<file path="src/design/wdtw_pkg.sv">
/*
 * Constants for the windowed watchdog, and the small modulo counter that it
 * uses for the oscillator divider and the prescaler.
 * Assumes one core clock of CORE_HZ.
 */
`timescale 1ns/1ps
package wdtw_pkg;
    localparam int unsigned CORE_HZ            = 20000000;
    localparam int unsigned LP_OSC_HZ          = 32000;
    // Core cycles per low-power oscillator period
    localparam int unsigned LP_OSC_DIV         = CORE_HZ / LP_OSC_HZ;
    localparam int unsigned OSC_W              = 10;
    // Nominal prescaler periods in microseconds
    localparam int unsigned PRE_PERIOD_5BIT_US = 1000;
    localparam int unsigned PRE_PERIOD_7BIT_US = 4000;
    localparam int unsigned PRE_DIV_5BIT       = PRE_PERIOD_5BIT_US * LP_OSC_HZ / 1000000;
    localparam int unsigned PRE_DIV_7BIT       = PRE_PERIOD_7BIT_US * LP_OSC_HZ / 1000000;
    localparam int unsigned PRE_W              = 7;
    localparam int unsigned POST_W             = 15;
    localparam int unsigned ELAPSED_W          = POST_W + PRE_W;
    // Configuration word layout
    localparam int unsigned CFG_W              = 8;
    localparam int unsigned CFG_POST_LSB       = 0;
    localparam int unsigned CFG_POST_W         = 4;
    localparam int unsigned CFG_PRESEL_BIT     = 4;
    localparam int unsigned CFG_WIN_OFF_BIT    = 6;
    localparam int unsigned CFG_HARDEN_BIT     = 7;
    localparam logic [CFG_W-1:0] CFG_RESET     = 8'hFF;
endpackage : wdtw_pkg

module wdtw_divider #(
    parameter int unsigned W = 7
) (
    input  wire logic         clk,
    input  wire logic         rst,
    input  wire logic         clr,
    input  wire logic         en,
    input  wire logic [W-1:0] last,
    output logic      [W-1:0] cnt,
    output logic              tick
);
    logic [W-1:0] cnt_r;
    logic [W-1:0] cnt_nxt;

    assign tick    = en & (cnt_r == last);
    assign cnt_nxt = (clr | tick) ? '0 : (en ? cnt_r + W'(1) : cnt_r);
    assign cnt     = cnt_r;

    always_ff @(posedge clk or posedge rst) begin
        if (rst) begin
            cnt_r <= '0; // see RULE_05
        end else begin
            cnt_r <= cnt_nxt;
        end
    end
endmodule : wdtw_divider

</file>
<file path="src/design/wdtw_top.sv">
/*
 * Windowed watchdog timer: oscillator divider, prescaler, postscaler,
 * window check, sleep wake-up and sticky time-out flag.
 * Assumes all inputs are synchronous to core_clk and that instruction,
 * clock-switch and exit inputs are one-cycle pulses.
 */
// Operation
// RULE_01: Counter runs from the low-power oscillator; enabling watchdog enables it.
// RULE_02: Prescaler divides by 32 or 128 per prescale select bit.
// RULE_03: Nominal prescaler period is 1 ms or 4 ms.
// RULE_04: Postscaler divides by one of 16 ratios, 1:1 to 1:32768.
// RULE_05: Any device reset clears counter, prescaler and postscaler.
// RULE_06: Completed clock switch clears counter, prescaler and postscaler.
// RULE_07: Entering sleep or idle clears counter, prescaler and postscaler.
// RULE_08: Leaving sleep or idle clears them again.
// RULE_09: Clear-watchdog instruction in normal running clears all counts.
// RULE_10: Enabled watchdog keeps counting in sleep and idle.
// RULE_11: Time-out in sleep or idle wakes device instead of resetting.
// RULE_12: Software clears sleep and idle status bits after a wake-up.
// RULE_13: Hard enable set keeps watchdog running whatever soft enable says.
// RULE_14: Time-out flag set by time-out, stays until software clears it.
// RULE_15: With hard enable clear, watchdog runs only while soft enable set.
// RULE_16: Any device reset clears the soft enable bit.
// RULE_17: Window mode: clear before last quarter causes watchdog reset.
// RULE_18: Software clears only within last quarter of the period in window mode.
// RULE_19: Window disable 1 means non-window, 0 means window operation.
// RULE_20: Time-out while running normally resets device and sets flag.
// RULE_21: Postscale setting N divides by two to the power N.
`timescale 1ns/1ps
module wdtw_top
    import wdtw_pkg::*;
(
    input  wire logic             core_clk,
    input  wire logic             rst,
    input  wire logic             por_rst,
    input  wire logic [CFG_W-1:0] watchdog_config_word,
    input  wire logic             soft_enable_wr,
    input  wire logic             soft_enable_wdata,
    input  wire logic             timeout_flag_clr,
    input  wire logic             clear_watchdog_instr,
    input  wire logic             power_save_instr,
    input  wire logic             sleep_exit,
    input  wire logic             clock_switch_done,
    output logic                  low_power_rc_osc_en,
    output logic                  soft_enable,
    output logic                  timeout_flag,
    output logic                  asleep,
    output logic                  wdt_reset_req,
    output logic                  wake_req
);
    logic [CFG_W-1:0]      cfg_r;
    logic                  soft_en_r;
    logic                  flag_r;
    logic                  asleep_r;
    logic                  reset_req_r;
    logic                  wake_r;
    logic [POST_W-1:0]     post_r;
    logic [POST_W-1:0]     post_nxt;

    // Config is latched after reset release so strap-like inputs are not
    // loaded under the asynchronous reset.
    logic                  cfg_ld_r;

    wire                   cfg_hard   = cfg_r[CFG_HARDEN_BIT];
    wire                   cfg_win_off = cfg_r[CFG_WIN_OFF_BIT];
    wire                   cfg_presel = cfg_r[CFG_PRESEL_BIT];
    wire [CFG_POST_W-1:0]  cfg_post   = cfg_r[CFG_POST_LSB +: CFG_POST_W];

    wire                   running = cfg_hard | soft_en_r; // see RULE_13 see RULE_15

    logic [OSC_W-1:0]      osc_cnt;
    logic                  osc_tick;
    logic [PRE_W-1:0]      pre_cnt;
    logic                  pre_tick;

    wire [PRE_W-1:0] pre_last = cfg_presel ? PRE_W'(PRE_DIV_7BIT - 1)
                                           : PRE_W'(PRE_DIV_5BIT - 1); // see RULE_02 see RULE_03
    // Setting N ends the period after 2**N prescaler periods
    wire [POST_W-1:0] post_last = {POST_W{1'b1}} >> (4'hF - cfg_post); // see RULE_04 see RULE_21

    wire timeout     = pre_tick & (post_r == post_last);
    wire in_normal   = ~asleep_r;
    wire exit_event  = asleep_r & (sleep_exit | timeout);

    // Elapsed oscillator periods and the start of the last quarter
    wire [ELAPSED_W-1:0] elapsed = cfg_presel ? {post_r, pre_cnt}
                                              : {2'b00, post_r, pre_cnt[4:0]};
    wire [ELAPSED_W:0]   period  = (cfg_presel ? (ELAPSED_W+1)'(PRE_DIV_7BIT)
                                               : (ELAPSED_W+1)'(PRE_DIV_5BIT)) << cfg_post;
    wire [ELAPSED_W:0]   thresh  = period - (period >> 2);
    wire                 in_window = {1'b0, elapsed} >= thresh;

    wire clear_ok    = clear_watchdog_instr & in_normal;
    wire early_clr   = clear_ok & running & ~cfg_win_off & ~in_window; // see RULE_17 see RULE_19
    wire run_timeout = timeout & in_normal;
    wire slp_timeout = timeout & asleep_r;

    wire cnt_clr = ~running | clock_switch_done      // see RULE_06
                 | power_save_instr                  // see RULE_07
                 | exit_event                        // see RULE_08
                 | clear_ok                          // see RULE_09
                 | timeout;

    assign post_nxt = cnt_clr ? '0 : (pre_tick ? post_r + POST_W'(1) : post_r);

    // Oscillator is only powered while the watchdog runs
    wdtw_divider #(.W(OSC_W)) u_osc (
        .clk  (core_clk),
        .rst  (rst),
        .clr  (~running),
        .en   (running),
        .last (OSC_W'(LP_OSC_DIV - 1)),
        .cnt  (osc_cnt),
        .tick (osc_tick)
    ); // see RULE_01

    // Keeps counting in sleep: only the clear terms stop it
    wdtw_divider #(.W(PRE_W)) u_pre (
        .clk  (core_clk),
        .rst  (rst),
        .clr  (cnt_clr),
        .en   (osc_tick & running),
        .last (pre_last),
        .cnt  (pre_cnt),
        .tick (pre_tick)
    ); // see RULE_10

    always_ff @(posedge core_clk or posedge rst) begin
        if (rst) begin
            post_r <= '0; // see RULE_05
        end else begin
            post_r <= post_nxt;
        end
    end

    always_ff @(posedge core_clk or posedge rst) begin
        if (rst) begin
            cfg_r    <= CFG_RESET;
            cfg_ld_r <= 1'b0;
        end else begin
            cfg_ld_r <= 1'b1;
            if (!cfg_ld_r) begin
                cfg_r <= watchdog_config_word;
            end
        end
    end

    always_ff @(posedge core_clk or posedge rst) begin
        if (rst) begin
            soft_en_r <= 1'b0; // see RULE_16
        end else if (soft_enable_wr) begin
            soft_en_r <= soft_enable_wdata;
        end
    end

    // Sleep and idle status bits belong to software; only the wake is ours
    always_ff @(posedge core_clk or posedge rst) begin
        if (rst) begin
            asleep_r <= 1'b0;
        end else if (power_save_instr) begin
            asleep_r <= 1'b1;
        end else if (exit_event) begin
            asleep_r <= 1'b0; // see RULE_11
        end
    end

    always_ff @(posedge core_clk or posedge rst) begin
        if (rst) begin
            reset_req_r <= 1'b0;
            wake_r      <= 1'b0;
        end else begin
            reset_req_r <= run_timeout | early_clr; // see RULE_20 see RULE_17
            wake_r      <= slp_timeout;             // see RULE_11
        end
    end

    // Flag survives the watchdog reset it causes, so of the resets only power-on clears it.
    // Set wins over a clear in the same cycle.
    always_ff @(posedge core_clk or posedge por_rst) begin
        if (por_rst) begin
            flag_r <= 1'b0;
        end else if (timeout | early_clr) begin
            flag_r <= 1'b1; // see RULE_14 see RULE_20
        end else if (timeout_flag_clr) begin
            flag_r <= 1'b0;
        end
    end

    assign low_power_rc_osc_en = running; // see RULE_01
    assign soft_enable         = soft_en_r;
    assign timeout_flag        = flag_r;
    assign asleep              = asleep_r;
    assign wdt_reset_req       = reset_req_r;
    assign wake_req            = wake_r;

    wire cnts_zero = (post_r == '0) && (pre_cnt == '0);

    a_reset_timeout: assert property (@(posedge core_clk) disable iff (rst) // see RULE_20
        run_timeout |=> wdt_reset_req && !wake_req)
        else $error("running time-out did not request a reset");

    a_wake_sleep: assert property (@(posedge core_clk) disable iff (rst) // see RULE_11
        slp_timeout |=> wake_req && !wdt_reset_req && !asleep)
        else $error("sleep time-out did not wake the device");

    a_flag_sticky: assert property (@(posedge core_clk) disable iff (rst || por_rst) // see RULE_14
        timeout_flag && !timeout_flag_clr |=> timeout_flag)
        else $error("time-out flag dropped without a clear");

    a_flag_set: assert property (@(posedge core_clk) disable iff (rst || por_rst) // see RULE_14
        timeout |=> timeout_flag)
        else $error("time-out did not set the flag");

    a_hard_run: assert property (@(posedge core_clk) disable iff (rst) // see RULE_13
        cfg_hard && soft_enable_wr && !soft_enable_wdata |=> low_power_rc_osc_en)
        else $error("hard enable lost to soft enable");

    a_soft_off: assert property (@(posedge core_clk) disable iff (rst) // see RULE_15
        !cfg_hard && !soft_en_r |=> cnts_zero && !wdt_reset_req)
        else $error("watchdog counted while disabled");

    a_clear_instr: assert property (@(posedge core_clk) disable iff (rst) // see RULE_09
        clear_ok |=> cnts_zero)
        else $error("clear instruction did not clear the counts");

    a_psave_clear: assert property (@(posedge core_clk) disable iff (rst) // see RULE_07
        power_save_instr |=> cnts_zero && asleep)
        else $error("power save did not clear the counts");

    a_exit_clear: assert property (@(posedge core_clk) disable iff (rst) // see RULE_08
        asleep_r && sleep_exit && !power_save_instr |=> cnts_zero && !asleep)
        else $error("sleep exit did not clear the counts");

    a_switch_clear: assert property (@(posedge core_clk) disable iff (rst) // see RULE_06
        clock_switch_done |=> cnts_zero)
        else $error("clock switch did not clear the counts");

    a_early_reset: assert property (@(posedge core_clk) disable iff (rst) // see RULE_17
        clear_ok && running && !cfg_win_off && !in_window |=> wdt_reset_req)
        else $error("early clear in window mode did not reset");

    a_nowin_free: assert property (@(posedge core_clk) disable iff (rst) // see RULE_19
        clear_ok && cfg_win_off && !timeout |=> !wdt_reset_req)
        else $error("clear caused reset with window disabled");

    a_pre_ratio: assert property (@(posedge core_clk) disable iff (rst) // see RULE_02
        pre_tick |-> pre_cnt == (cfg_presel ? 7'h7F : 7'h1F))
        else $error("prescaler ended at the wrong count");

    a_osc_space: assert property (@(posedge core_clk) disable iff (rst) // see RULE_01
        osc_tick |=> !osc_tick [*8])
        else $error("oscillator ticks too close together");

    a_sleep_count: assert property (@(posedge core_clk) disable iff (rst) // see RULE_10
        asleep_r && running && osc_tick && !pre_tick && !cnt_clr
        |=> pre_cnt == $past(pre_cnt) + 7'h01)
        else $error("prescaler stalled in sleep");

    // Postscaler steps once per prescaler period and never passes its end count
    a_post_step: assert property (@(posedge core_clk) disable iff (rst) // see RULE_04
        pre_tick && !cnt_clr |=> post_r == $past(post_r) + 15'h0001)
        else $error("postscaler missed a prescaler period");

    a_post_hold: assert property (@(posedge core_clk) disable iff (rst) // see RULE_04
        !pre_tick && !cnt_clr |=> post_r == $past(post_r))
        else $error("postscaler moved without a prescaler period");

    a_post_bound: assert property (@(posedge core_clk) disable iff (rst) // see RULE_21
        post_r <= post_last)
        else $error("postscaler passed its selected ratio");

    a_window_pass: assert property (@(posedge core_clk) disable iff (rst) // see RULE_17
        clear_ok && !cfg_win_off && in_window && !timeout |=> !wdt_reset_req)
        else $error("clear inside the window caused a reset");

    a_sleep_ignore: assert property (@(posedge core_clk) disable iff (rst) // see RULE_11
        asleep_r && clear_watchdog_instr |=> !wdt_reset_req)
        else $error("clear while asleep caused a reset");

    a_wake_single: assert property (@(posedge core_clk) disable iff (rst) // see RULE_11
        wake_req |=> !wake_req)
        else $error("wake request held longer than one cycle");

    a_awake_nowake: assert property (@(posedge core_clk) disable iff (rst) // see RULE_20
        !asleep_r |=> !wake_req)
        else $error("wake request while running normally");

    c_run_timeout: cover property (@(posedge core_clk) disable iff (rst) run_timeout);
    c_sleep_wake: cover property (@(posedge core_clk) disable iff (rst) slp_timeout);
    c_early_clear: cover property (@(posedge core_clk) disable iff (rst) early_clr);
    c_window_ok: cover property (@(posedge core_clk) disable iff (rst)
        clear_ok && !cfg_win_off && in_window);
    c_long_pre: cover property (@(posedge core_clk) disable iff (rst)
        osc_tick && cfg_presel && running);
endmodule : wdtw_top

</file>
<file path="config.mk">
export PLATFORM = sky130hd
export DESIGN_NAME = wdtw_top
export DESIGN_NICKNAME = d
export VERILOG_FILES = /design/src/design/wdtw_pkg.sv /design/src/design/wdtw_top.sv
export SDC_FILE = /design/constraint.sdc
export NUM_CORES = 1
export LEC_CHECK = 0
export ABC_AREA = 1
export BUFFER_PORTS_ARGS = -buffer_cell sky130_fd_sc_hd__buf_2
export CORE_AREA = 2 2 101 128
export CTS_CLUSTER_DIAMETER = 100
export DETAILED_ROUTE_END_ITERATION = 8
export DIE_AREA = 0 0 103 130
export REMOVE_ABC_BUFFERS = 1
export SETUP_SLACK_MARGIN = 0.3
export SYNTH_ARGS = -nofsm -noshare
export SYNTH_HDL_FRONTEND = slang
export SYNTH_HIERARCHICAL = 1
export SYNTH_SLANG_ARGS = --single-unit
</file>
<file path="constraint.sdc">
create_clock -name core_clk -period 8.8 [get_ports core_clk]
set_input_delay 1.32 -clock core_clk [delete_from_list [all_inputs] [get_ports core_clk]]
set_output_delay 1.32 -clock core_clk [all_outputs]
set_load 0.01 [all_outputs]
</file>
==> reports/results.tsv <==
metric	value	unit
synth_warnings	6	
yosys.area.top_type	dfrtp_1	
skew	0.00773	ns
relSlewSlack	32.0	%
die_x	103	um
end_kind	flop	
drtIter0Drc	236	
cp.arrival	4.78	ns
tightest_slew	1.02	ns
track_usage	18.1	%
cts_resized	0	
pre_cts_ws	4.23	ns
worstPathMaxFanout	39	
worst-setup-path-type	reg2reg	
cts.root.buffer_cell	clkbuf_16	
layout.nets	821	
critPathRequiredTime	9.03	ns
htree_levels	2	
path_clk_slew	0.07	ns
cts.sinks	45	
fin_crit_sh	51.6	%
hold_class	reg2reg	
switching_power	0.000277	W
cp-start-kind	flop	
antenna_cells	0	
first_pass_iters	4	
layout_commonest_cell	nand2_1	
finalPower	0.000730	W
hold_viol_final	0	
ys_types	52	
final_area	0.00526	sq mm
postCtsSetupBuffers	0	
ys_top_cells_by_area	dfrtp_1 (20%), nand2_1 (14%), inv_1 (8.7%), ha_1 (8.6%), nor2_1 (6.7%)	
cts_made_buffers	5	
portBuffers	22	
ant_nets	0	
synth_ff_type	dfrtp_1	
cts_tree	yes	
netlist_area	0.00478	sq mm
setup-violations-final	0	
power_frac_comb	36.9	%
die-height	130	um
holdBufCountCts	0	
vias	4364	
core_area	0.0123	sq mm
wl_met1	4840	um
tns	0	ns
p_sw_share	37.9	%
dr_wl_met3	186	um
setup_ws	4.26	ns
wl_met2	5960	um
placed_cell_area	0.00508	sq mm
synth-async-reset-ratio	100	%
synth_seq_cells	45	
intPower	0.000453	W
synth_top_area_share	19.9	%
worstSkewPairLatency	0.29	ns
max-clock-path-buffers	2	
min_period	4.54	ns
rsz0062_at_grt	no	
grt_max_degree	40	
antenna_found_initial	0	
status	completed	
start_util	38.8	%
area_growth	9.97	%
routed_wl	11200	um
seqPwrFrac	33.1	%
avgSynthCellArea	6.55	sq um
wl_per_cell	11.9	um
cellPowerDensity	139	mW/mm^2
die-area	0.0134	sq mm
grt_pass1_vias	4226	
grt_pass1_wl	19200	um
maxCapViolCount	0	
drv_slew	0	
place_congestion	0.879	
ir_drop	0.000169	V
via_per_inst	4.65	
dr.max_layer_used	met4	
leakagePower	2.70	nW
drive_above_1_share	13.2	%
mostFrequentLayoutCells	nand2_1 (173), inv_1 (111), nor2_1 (85)	
synth_enable_flop_cells	0	
rows	46	
dp_hpwl	9230	um
drc	0	
p_clk_share	30.1	%
synth_cells	730	
fmax	0.220	GHz
ios	24	
synth_seq_area_share	23.7	%
grt-ovfl-total	0	
-- flip-flops by register name (all words and copies together) (netlist names) --
signal / count
post_r: 15
u_osc/cnt: 10
cfg_r: 7
u_pre/cnt: 7
asleep: 1
cfg_ld_r: 1
soft_enable: 1
timeout_flag: 1
wake_req: 1
wdt_reset_req: 1
-- cell usage after synthesis (4+ instances only) --
| master | n |
|---|---|
| nor2_1 | 85 |
| dfstp_2 | 7 |
| nor2_2 | 17 |
| nand2_2 | 14 |
| xnor2_1 | 8 |
| inv_2 | 6 |
| nor3_2 | 6 |
| xor2_1 | 31 |
| nand3_1 | 46 |
| o21ai_0 | 31 |
| buf_6 | 6 |
| a21oi_1 | 34 |
| nand2_1 | 173 |
| o21bai_1 | 4 |
| nor3_1 | 12 |
| nand4_1 | 9 |
| inv_1 | 111 |
| ha_1 | 33 |
| dfrtp_1 | 38 |
-- per-stage QoR --
step                utilization [%]  hold WS [ns]  std cells
floorplan                         -         0.521        741
global placement               41.3         0.519        931
detailed placement             41.3         0.526        931
CTS                            42.7         0.543        939
global route                   42.7         0.591        939
finish                         42.7         0.537        939
-- final cells by class --
type	instances	area, sq um
well taps	168	210
multi-input cells	575	3170
flip-flops and latches	45	1130
clock buffers	5	125
repair buffers	22	110
inverters	121	462
fillers	1403	7060
clock inverters	3	50.0
-- kinds of logic (layout without fill, tap and decap cells) --
group,Yosys count,after routing,synth area share (%)
compound gates,88,88,10.4
xor+xnor,39,39,7.14
fa+ha+maj,33,33,8.63
buf+inv,138,151,12.2
flops,45,45,23.7
mux,3,3,0.706
other cells,2,30,0.157
simple gates,382,382,37.0
-- critical path, cell delays in order (launching register included) --
cell      delay [ns]
dfstp_2         0.92
nand2_1         0.22
nand2_1         0.20
nand2_1         0.10
nor2_1          0.24
inv_1           0.08
ha_1            0.36
a21oi_1         0.23
nand2_1         0.13
a21oi_1         0.23
nor2_1          0.09
a21oi_2         0.20
o21bai_1        0.12
a21oi_1         0.18
xor2_1          0.20
ha_1            0.26
nand2_1         0.08
inv_1           0.04
a221oi_1        0.23
a21oi_1         0.10
nand3_1         0.10
nand3_1         0.10
nand2_1         0.08
-- layer usage --
layer / GRT usage (%) / up-vias
met5: 0 / -
met4: 5.34 / 0
met3: 1.87 / 15
met2: 33.9 / 38
met1: 21.4 / 1953
li1: - / 2358
-- path summary, 6_finish.rpt --
kind | slack (ns) | start | cells after the start | end
max | 4.26 | cfg_r[4] | 22 | timeout_flag
min | 0.54 | soft_enable | 1 | soft_enable
max reg2reg | 4.26 | cfg_r[4] | 22 | timeout_flag
min reg2reg | 0.54 | soft_enable | 1 | soft_enable
max in group asynchronous | 6.89 | rst | 2 | post_r[4]
min in group asynchronous | 0.84 | por_rst | 2 | timeout_flag
-- power groups by stage --
stage / clock (W) / sequential (W) / combinational (W)
2_1_floorplan: 0 / 0.000240 / 0.000208
3_3_place_gp: 0 / 0.000246 / 0.000268
3_5_place_dp: 0 / 0.000246 / 0.000268
4_1_cts: 0.000228 / 0.000242 / 0.000270
5_1_grt: 0.000237 / 0.000244 / 0.000307
6_report: 0.000220 / 0.000242 / 0.000269
Note: power is estimated with default switching activity, not from simulation.
